[config.mk]
export PLATFORM = sky130hd
export DESIGN_NAME = lsc_light_ctrl
export DESIGN_NICKNAME = d
export VERILOG_FILES = /design/src/design/lsc_pkg.sv /design/src/design/lsc_intg_if.sv /design/src/design/lsc_intg_timer.sv /design/src/design/lsc_limit_cmp.sv /design/src/design/lsc_light_ctrl.sv
export SDC_FILE = /design/constraint.sdc
export NUM_CORES = 1
export LEC_CHECK = 0
export BUFFER_PORTS_ARGS = -buffer_cell sky130_fd_sc_hd__buf_2
export CAP_MARGIN = 20
export CELL_PAD_IN_SITES_DETAIL_PLACEMENT = 2
export CELL_PAD_IN_SITES_GLOBAL_PLACEMENT = 2
export CORE_MARGIN = 2
export CORE_UTILIZATION = 37
export CTS_BUF_LIST = sky130_fd_sc_hd__clkbuf_8
export DETAILED_ROUTE_END_ITERATION = 10
export PLACE_DENSITY_LB_ADDON = 0.1
export SYNTH_ARGS = -nofsm -noshare
export SYNTH_HDL_FRONTEND = slang
export SYNTH_SLANG_ARGS = --single-unit
export TNS_END_PERCENT = 100
[constraint.sdc]
create_clock -name i_clk -period 2.45 [get_ports i_clk]
set_clock_uncertainty 0.1 [all_clocks]
set_input_delay 0 -clock i_clk [delete_from_list [all_inputs] [get_ports i_clk]]
set_output_delay 0 -clock i_clk [all_outputs]
set_load 0.05 [all_outputs]
[src/design/lsc_pkg.sv]
// lsc_pkg: register map, reset values and timing constants of the light sensor
package lsc_pkg;
   // ------------------------------------------------------------
   // register addresses
   // ------------------------------------------------------------
   localparam logic [3:0] ADDR_ON_OFF = 4'h0;
   localparam logic [3:0] ADDR_SETUP = 4'h1;
   localparam logic [3:0] ADDR_LO_LSB = 4'h2;
   localparam logic [3:0] ADDR_LO_MSB = 4'h3;
   localparam logic [3:0] ADDR_HI_LSB = 4'h4;
   localparam logic [3:0] ADDR_HI_MSB = 4'h5;
   // ------------------------------------------------------------
   // reset values and field codes
   // ------------------------------------------------------------
   localparam logic [7:0] RST_ON_OFF = 8'h00;
   localparam logic [7:0] RST_SETUP = 8'h02;
   localparam logic [7:0] RST_LIMIT = 8'h00;
   localparam logic [7:0] RST_CMD = 8'h00;
   localparam logic [1:0] POWER_UP = 2'h3;
   localparam logic [1:0] POWER_DOWN = 2'h0;
   localparam logic [1:0] PERIOD_SHORT = 2'h0;
   localparam logic [1:0] PERIOD_MID = 2'h1;
   localparam logic [1:0] PERIOD_LONG = 2'h2;
   localparam logic [1:0] PERIOD_MANUAL = 2'h3;
   // ------------------------------------------------------------
   // field positions
   // ------------------------------------------------------------
   localparam int CMD_SEL_BIT = 7;
   localparam int CMD_CLEAR_BIT = 6;
   localparam int CMD_WORD_BIT = 5;
   localparam int CMD_BLOCK_BIT = 4;
   localparam int GAIN_BIT = 4;
   localparam int MANUAL_BIT = 3;
   // ------------------------------------------------------------
   // integration periods, times in microseconds
   // ------------------------------------------------------------
   localparam int CLK_MHZ = 20;
   localparam int T_SHORT_US = 13700;
   localparam int T_MID_US = 101000;
   localparam int T_LONG_US = 402000;
   // whole cycles of the internal clock
   localparam int CYC_SHORT = T_SHORT_US * CLK_MHZ;
   localparam int CYC_MID = T_MID_US * CLK_MHZ;
   localparam int CYC_LONG = T_LONG_US * CLK_MHZ;
   localparam int CNT_W = 24;
   // ------------------------------------------------------------
   // types
   // ------------------------------------------------------------
   typedef enum logic {
      ST_IDLE = 1'b0,
      ST_RUN = 1'b1
   } lsc_tmr_state_t;
endpackage : lsc_pkg

[src/design/lsc_intg_if.sv]
// lsc_intg_if: integration and threshold signals between control modules
`timescale 1ns/1ps
interface lsc_intg_if;
   logic power_on;
   logic [1:0] period_sel;
   logic manual;
   logic done;
   logic running;
   logic [15:0] result;
   logic [15:0] lo_limit;
   logic [15:0] hi_limit;
   logic limit_evt;
   modport timer (
      input power_on, period_sel, manual,
      output done, running
   );
   modport cmp (
      input done, result, lo_limit, hi_limit,
      output limit_evt
   );
   modport ctrl (
      output power_on, period_sel, manual, result, lo_limit, hi_limit,
      input done, running, limit_evt
   );
endinterface : lsc_intg_if

[src/design/lsc_intg_timer.sv]
// lsc_intg_timer: fixed and manual integration period sequencer
`timescale 1ns/1ps
module lsc_intg_timer #(
   parameter int CYC_SHORT = lsc_pkg::CYC_SHORT,
   parameter int CYC_MID = lsc_pkg::CYC_MID,
   parameter int CYC_LONG = lsc_pkg::CYC_LONG
) (
   input wire logic i_clk,
   input wire logic i_rst_n,
   input wire logic i_ce,
   lsc_intg_if.timer bus
);
   localparam int W = lsc_pkg::CNT_W;
   lsc_pkg::lsc_tmr_state_t state;
   lsc_pkg::lsc_tmr_state_t next_state;
   logic [W-1:0] cnt;
   logic [W-1:0] last;
   logic auto_mode;
   logic finish;
   logic done_q;

   // ------------------------------------------------------------
   // period selection
   // ------------------------------------------------------------
   assign auto_mode = bus.period_sel != lsc_pkg::PERIOD_MANUAL;
   assign last = (bus.period_sel == lsc_pkg::PERIOD_SHORT) ?
                 W'(CYC_SHORT - 1) :
                 (bus.period_sel == lsc_pkg::PERIOD_MID) ?
                 W'(CYC_MID - 1) : W'(CYC_LONG - 1);
   // manual bit only counts in the manual code; >= so that a switch to a
   // shorter period mid-count ends at once instead of wrapping the counter
   assign finish = auto_mode ? (cnt >= last) : !bus.manual;

   always_comb
   begin
      next_state = state;
      unique case (state)
         lsc_pkg::ST_IDLE:
            if (bus.power_on && (auto_mode || bus.manual))
               next_state = lsc_pkg::ST_RUN;
         lsc_pkg::ST_RUN:
            if (!bus.power_on || (!auto_mode && !bus.manual))
               next_state = lsc_pkg::ST_IDLE;
      endcase
   end

   // ------------------------------------------------------------
   // state, count and completion pulse
   // ------------------------------------------------------------
   always_ff @(posedge i_clk or negedge i_rst_n)
   begin
      if (!i_rst_n)
      begin
         state <= lsc_pkg::ST_IDLE;
         cnt <= '0;
         done_q <= 1'b0;
      end
      else if (i_ce)
      begin
         state <= next_state;
         done_q <= (state == lsc_pkg::ST_RUN) && bus.power_on && finish;
         if (state != lsc_pkg::ST_RUN || finish)
            cnt <= '0;
         else
            cnt <= cnt + W'(1);
      end
   end

   assign bus.done = done_q;
   assign bus.running = state == lsc_pkg::ST_RUN;
endmodule : lsc_intg_timer

[src/design/lsc_limit_cmp.sv]
// lsc_limit_cmp: channel 0 window comparison at end of integration
`timescale 1ns/1ps
module lsc_limit_cmp (
   input wire logic i_clk,
   input wire logic i_rst_n,
   input wire logic i_ce,
   lsc_intg_if.cmp bus
);
   logic below;
   logic above;
   logic evt;

   assign below = bus.result <= bus.lo_limit;
   assign above = bus.result > bus.hi_limit;

   // compared only on the completion pulse
   always_ff @(posedge i_clk or negedge i_rst_n)
   begin
      if (!i_rst_n)
         evt <= 1'b0;
      else if (i_ce)
         evt <= bus.done && (below || above);
   end

   assign bus.limit_evt = evt;
endmodule : lsc_limit_cmp

[src/design/lsc_light_ctrl.sv]
// lsc_light_ctrl: register file, integration control and threshold interrupt
//
// Summary of operation
// - writing 03h to power field powers up
// - writing 00h to control powers down
// - control reads back 03h after writing 03h
// - setup register resets to 02h
// - setup bit 4 selects 1x or 16x gain
// - manual bit starts and stops integration
// - manual bit ignored unless period code 11
// - period codes give 13.7, 101, 402 ms
// - periods derived from the internal clock
// - interrupt when channel 0 at or below lower
// - interrupt when channel 0 above upper limit
// - limits are byte pairs at 2h/3h, 4h/5h
// - limit bytes reset to 00h
// - first byte with MSB set is command
// - command bit 7 select, bits 3:0 address
// - interrupt low until command with clear bit
`timescale 1ns/1ps
module lsc_light_ctrl #(
   parameter int CYC_SHORT = lsc_pkg::CYC_SHORT,
   parameter int CYC_MID = lsc_pkg::CYC_MID,
   parameter int CYC_LONG = lsc_pkg::CYC_LONG
) (
   input wire logic i_clk,
   input wire logic i_rst_n,
   input wire logic i_ce,
   input wire logic i_xfer_start,
   input wire logic i_wr_stb,
   input wire logic [7:0] i_wr_data,
   input wire logic i_rd_stb,
   input wire logic [15:0] i_ch0_result,
   output logic [7:0] o_rd_data,
   output logic o_int_n,
   output logic o_power_on,
   output logic o_gain_high,
   output logic o_integrating
);
   // ------------------------------------------------------------
   // state
   // ------------------------------------------------------------
   logic [3:0] cmd_addr;
   logic cmd_word;
   logic cmd_block;
   logic first_byte;
   logic [1:0] power;
   logic gain;
   logic manual;
   logic [1:0] period;
   logic [15:0] lo_limit;
   logic [15:0] hi_limit;
   logic [15:0] res_s1;
   logic [15:0] res_s2;

   lsc_intg_if intg ();

   function automatic logic hit(input logic [3:0] a, input logic [3:0] r);
      return a == r;
   endfunction : hit

   // ------------------------------------------------------------
   // decode
   // ------------------------------------------------------------
   logic cmd_take;
   logic data_wr;
   logic step;
   logic clr_req;
   logic wr_on_off;
   logic wr_setup;
   logic wr_lo_lsb;
   logic wr_lo_msb;
   logic wr_hi_lsb;
   logic wr_hi_msb;
   logic [3:0] next_cmd_addr;
   logic [7:0] rd_mux;
   logic [7:0] on_off_byte;
   logic [7:0] setup_byte;
   logic next_int_n;

   // a lone byte with bit 7 set is a command, never data
   assign cmd_take = i_wr_stb && first_byte &&
                     i_wr_data[lsc_pkg::CMD_SEL_BIT];
   assign data_wr = i_wr_stb && !first_byte;
   // word and block transfers walk through byte pairs
   assign step = (data_wr || i_rd_stb) && (cmd_word || cmd_block);
   assign clr_req = cmd_take && i_wr_data[lsc_pkg::CMD_CLEAR_BIT];
   assign wr_on_off = data_wr && hit(cmd_addr, lsc_pkg::ADDR_ON_OFF);
   assign wr_setup = data_wr && hit(cmd_addr, lsc_pkg::ADDR_SETUP);
   assign wr_lo_lsb = data_wr && hit(cmd_addr, lsc_pkg::ADDR_LO_LSB);
   assign wr_lo_msb = data_wr && hit(cmd_addr, lsc_pkg::ADDR_LO_MSB);
   assign wr_hi_lsb = data_wr && hit(cmd_addr, lsc_pkg::ADDR_HI_LSB);
   assign wr_hi_msb = data_wr && hit(cmd_addr, lsc_pkg::ADDR_HI_MSB);
   assign next_cmd_addr = cmd_take ? i_wr_data[3:0] :
                          step ? cmd_addr + 4'h1 : cmd_addr;

   assign on_off_byte = {6'h00, power};
   assign setup_byte = {3'h0, gain, manual, 1'b0, period};
   assign rd_mux = hit(cmd_addr, lsc_pkg::ADDR_ON_OFF) ? on_off_byte :
                   hit(cmd_addr, lsc_pkg::ADDR_SETUP) ? setup_byte :
                   hit(cmd_addr, lsc_pkg::ADDR_LO_LSB) ? lo_limit[7:0] :
                   hit(cmd_addr, lsc_pkg::ADDR_LO_MSB) ? lo_limit[15:8] :
                   hit(cmd_addr, lsc_pkg::ADDR_HI_LSB) ? hi_limit[7:0] :
                   hit(cmd_addr, lsc_pkg::ADDR_HI_MSB) ? hi_limit[15:8] :
                   8'h00;

   // a new event wins over a clear in the same cycle
   assign next_int_n = intg.limit_evt ? 1'b0 :
                       clr_req ? 1'b1 : o_int_n;

   // ------------------------------------------------------------
   // command register and transaction tracking
   // ------------------------------------------------------------
   always_ff @(posedge i_clk or negedge i_rst_n)
   begin
      if (!i_rst_n)
      begin
         cmd_addr <= lsc_pkg::RST_CMD[3:0];
         cmd_word <= 1'b0;
         cmd_block <= 1'b0;
         first_byte <= 1'b0;
      end
      else if (i_ce)
      begin
         cmd_addr <= next_cmd_addr;
         if (cmd_take)
         begin
            cmd_word <= i_wr_data[lsc_pkg::CMD_WORD_BIT];
            cmd_block <= i_wr_data[lsc_pkg::CMD_BLOCK_BIT];
         end
         if (i_xfer_start)
            first_byte <= 1'b1;
         else if (i_wr_stb)
            first_byte <= 1'b0;
      end
   end

   // ------------------------------------------------------------
   // control and setup registers
   // ------------------------------------------------------------
   always_ff @(posedge i_clk or negedge i_rst_n)
   begin
      if (!i_rst_n)
      begin
         power <= lsc_pkg::RST_ON_OFF[1:0];
         gain <= lsc_pkg::RST_SETUP[lsc_pkg::GAIN_BIT];
         manual <= lsc_pkg::RST_SETUP[lsc_pkg::MANUAL_BIT];
         period <= lsc_pkg::RST_SETUP[1:0];
      end
      else if (i_ce)
      begin
         if (wr_on_off)
            power <= i_wr_data[1:0];
         if (wr_setup)
         begin
            gain <= i_wr_data[lsc_pkg::GAIN_BIT];
            manual <= i_wr_data[lsc_pkg::MANUAL_BIT];
            period <= i_wr_data[1:0];
         end
      end
   end

   // ------------------------------------------------------------
   // limit registers
   // ------------------------------------------------------------
   always_ff @(posedge i_clk or negedge i_rst_n)
   begin
      if (!i_rst_n)
      begin
         lo_limit <= {lsc_pkg::RST_LIMIT, lsc_pkg::RST_LIMIT};
         hi_limit <= {lsc_pkg::RST_LIMIT, lsc_pkg::RST_LIMIT};
      end
      else if (i_ce)
      begin
         if (wr_lo_lsb)
            lo_limit[7:0] <= i_wr_data;
         if (wr_lo_msb)
            lo_limit[15:8] <= i_wr_data;
         if (wr_hi_lsb)
            hi_limit[7:0] <= i_wr_data;
         if (wr_hi_msb)
            hi_limit[15:8] <= i_wr_data;
      end
   end

   // ------------------------------------------------------------
   // converter result synchroniser and outputs
   // ------------------------------------------------------------
   // result is held stable by the converter around completion
   always_ff @(posedge i_clk or negedge i_rst_n)
   begin
      if (!i_rst_n)
      begin
         res_s1 <= '0;
         res_s2 <= '0;
         o_rd_data <= 8'h00;
         o_int_n <= 1'b1;
         o_power_on <= 1'b0;
         o_gain_high <= 1'b0;
         o_integrating <= 1'b0;
      end
      else if (i_ce)
      begin
         res_s1 <= i_ch0_result;
         res_s2 <= res_s1;
         if (i_rd_stb)
            o_rd_data <= rd_mux;
         o_int_n <= next_int_n;
         o_power_on <= power == lsc_pkg::POWER_UP;
         o_gain_high <= gain;
         o_integrating <= intg.running;
      end
   end

   // ------------------------------------------------------------
   // integration and comparison
   // ------------------------------------------------------------
   assign intg.power_on = power == lsc_pkg::POWER_UP;
   assign intg.period_sel = period;
   assign intg.manual = manual;
   assign intg.result = res_s2;
   assign intg.lo_limit = lo_limit;
   assign intg.hi_limit = hi_limit;

   lsc_intg_timer #(
      .CYC_SHORT(CYC_SHORT),
      .CYC_MID(CYC_MID),
      .CYC_LONG(CYC_LONG)
   ) u_timer (
      .i_clk(i_clk),
      .i_rst_n(i_rst_n),
      .i_ce(i_ce),
      .bus(intg.timer)
   );

   lsc_limit_cmp u_cmp (
      .i_clk(i_clk),
      .i_rst_n(i_rst_n),
      .i_ce(i_ce),
      .bus(intg.cmp)
   );
endmodule : lsc_light_ctrl

==> impl_metrics.toml <==
[outcome]
status = "complete, but fails checks"
violations = "setup timing"

[worst_setup_path]
path_class = "reg2reg"
cp.arrival_ps = 2750
rr_endpoint = "u_timer.cnt[14]"
slowest_stage = "dfstp_2"
critical_path.startpoint_type = "flip-flop"
reg2reg_depth = 13
r2r_slack_ps = -30
r2r_start = "intg.period_sel[1]"
cp_common_cell = "buf_6"
path_max_fanout = 19
cp_slowest_stage_delay_ps = 380
crit_required_ps = 2720
end_kind = "flip-flop"
crit_chain = "buf_6, nor2b_4, inv_2, buf_4, ha_1, a22o_1, a22oi_1, o22ai_2, o211ai_2, buf_6, a21oi_4, buf_12, nor2_1"

[clock_network]
clockRootBuffer = "clkbuf_8"
clkTransAtPathRegs_ps = 80
insertion_delay_ps = 450
cts_made_buffers = 17
cts_tree = "done"
clockBufferDepth = 2
clock-sinks = 116
htree_levels = 4

[floorplanning]
die_h_um = 134
die_w_um = 134
core_sq_mm = 0.0165
start_util_pct = 37.7
placementRows = 47
die_area_sq_mm = 0.0178
io_pins = 42

[timing]
rsz0062_at_grt = "yes"
hold_viol = 0
tightest_slew_ps = 580
fmax_mhz = 403
fin_crit_sh_pct = 101
setup_ws_ps = -28.4
drv_slew = 0
period_needed_ps = 2480
setup_violations = 23
maxSlewHeadroom_pct = 61.3
tns_ps = -430

[drt]
wl_um = 18800
wl_per_cell_um = 19.8
via_count = 5079
drc = 0
drt_iter0_drc = 197
viasPerCell = 5.35
drt-pass1-iter-count = 5
detail-route-antenna-nets = 0

[synthesis]
netlist_area_sq_mm = 0.00621
ys_warn_count = 0
ys_ff_latch = 116
synth_cell_types = 52
synth_edf_count = 0
synth_seq_area_share_pct = 46.8
syn_avg_cell_area_sq_um = 9.98
async_reset_ff_share_pct = 100
syn_nets = 698
ys.flop_type = "dfrtp_1"
syn_inst = 622

[final_layout]
seq_area_sq_mm = 0.00291
area_growth_syn_to_layout_pct = 22.9
multiInputGateArea_sq_mm = 0.00309
layout_common_cells = "114 x dfrtp_1, 66 x nand2_1, 54 x o21ai_0"
fill_cells = 1753
final_layout_size_suffix_gt1_share_pct = 22.1
final_common_cell = "dfrtp_1"
antenna_cells = 0
final_nets = 793

[grt]
met1_usage_pct = 29.9
track_usage_pct = 22.9
top_usage_layer = "met2"
grt_max_degree = 52
grt_use_met3_pct = 4.41
grt_pass1_wl_um = 31600
grt_pass1_vias = 5813
gr-total-overflow = 0
antenna_found_initial = 0
met2_usage_pct = 39.6

[min_path]
min_from = "i_ch0_result[11]"
holdCritPathClass = "in2reg"
hold_path_depth = 3
hold-path-endpoint = "res_s1[11]"

[pwr]
leakage_uw = 0.00355
intPower_uw = 4490
peakVddDrop_mv = 0.454
p_per_area_mw_per_mm2 = 941
p_seq_share_pct = 38.9
p_sw_uw = 2700
p_comb_share_pct = 35.5
p_clk_share_pct = 25.6
power.share.switching_pct = 37.5

[placement]
dpl_worst_slack_ps = -143
routabilityCongestion = 0.841
hpwl_um = 13900
port_buffers = 41

[run]
maxCapViolations = 0
==> metrics by stage <==
stage                     std cells  power (uW)  hold slack (ps)  utilization (%)  instance area [sq um]
after floorplan                 622        4370             -396                -                   6210
after detailed placement        884        5270            -62.8             41.4                   6810
after CTS                       950        7260              191             46.3                   7620
after global routing            950        7720              211             46.4                   7630
final                           950        7190              216             46.4                   7630
after global placement          884        5050            -62.3             41.4                   6810
==> state kept, by name (all words and copies together) (netlist names) <==
register,count
o_gain_high,1
o_power_on,1
o_rd_data,8
intg.manual,1
cmd_block,1
u_timer.bus.running,1
intg.result,16
u_timer.cnt,24
first_byte,1
o_int_n,1
hi_limit,16
cmd_word,1
o_integrating,1
intg.period_sel,2
u_timer.bus.done,1
cmd_addr,4
res_s1,16
u_cmp.bus.limit_evt,1
power,2
gain,1
intg.lo_limit,16
==> repair_timing <==
item | 4_1_cts | 5_1_grt
hold endpoints to repair | 179 | 0
cloned | 0 | 0
buffers inserted | 2 | 0
pin swaps | 6 | 5
gates resized for setup | 14 | 3
hold buffers | 32 | 0
setup endpoints to repair | 24 | 29
==> cell type report <==
| class | instances | share of cell area (%) |
|---|---|---|
| tap | 220 | 3.61 |
| clock inverter | 13 | 1.84 |
| inverter | 48 | 2.43 |
| timing repair buffer | 100 | 10.2 |
| clock buffer | 19 | 3.43 |
| multi-input combinational | 434 | 40.4 |
| sequential | 116 | 38.1 |
==> synth_stat cells (12+ instances only) <==
master    instances  share of area (%)
a21o_1           15                1.8
a21oi_1          29                2.3
clkbuf_1         20                1.2
dfrtp_1         114                 46
ha_1             46                9.3
inv_1            46                2.8
mux2_2           43                7.8
nand2_1          66                4.0
nand3_1          17                1.4
nand4_1          12                1.2
nor2_1           46                2.8
o21ai_0          56                4.5
xnor2_1          13                1.8
==> critical path: cells and delay by family (launching register included) <==
family	cells	cell delay, ps
fa+ha+maj	1	210
simple gates	2	260
compound gates	5	800
buf+inv	5	670
flops	1	380
==> worst max path at each step <==
stage	end	startpoint	slack, ps
floorplan	u_timer.cnt[16]	intg.period_sel[1]	20
global placement	u_timer.cnt[2]	intg.period_sel[1]	20
detailed placement	u_timer.cnt[2]	intg.period_sel[1]	-140
CTS	u_timer.cnt[2]	intg.period_sel[0]	-10
global route	u_timer.cnt[10]	intg.period_sel[1]	-170
finish	u_timer.cnt[14]	intg.period_sel[1]	-30
==> routing by layer <==
layer	routed length (um)	vias up	part of all wire, %
met5	0	-	0
met4	162	0	0.86
met3	547	15	2.9
met1	8700	2613	46
met2	9420	71	50
li1	-	2380	-
==> cells by family after synthesis <==
| group | count (synthesis) | share of synthesized area [%] |
|---|---|---|
| AO/OA/AOI/OAI | 146 | 15.0 |
| XOR/XNOR | 19 | 2.68 |
| adder cells (fa/ha/maj) | 46 | 9.27 |
| buffers and inverters | 72 | 4.69 |
| flip-flops | 116 | 46.8 |
| multiplexers | 45 | 8.12 |
| AND/OR/NAND/NOR | 178 | 13.4 |
==> power groups by stage <==
stage | registers (uW) | clock network [uW] | logic [uW]
after floorplan | 2920 | 0 | 1450
after global placement | 2790 | 0 | 2260
after detailed placement | 2830 | 0 | 2440
after CTS | 2800 | 1900 | 2570
after global routing | 2870 | 1970 | 2870
final | 2790 | 1840 | 2550
Note: power is estimated with default switching activity, not from simulation.
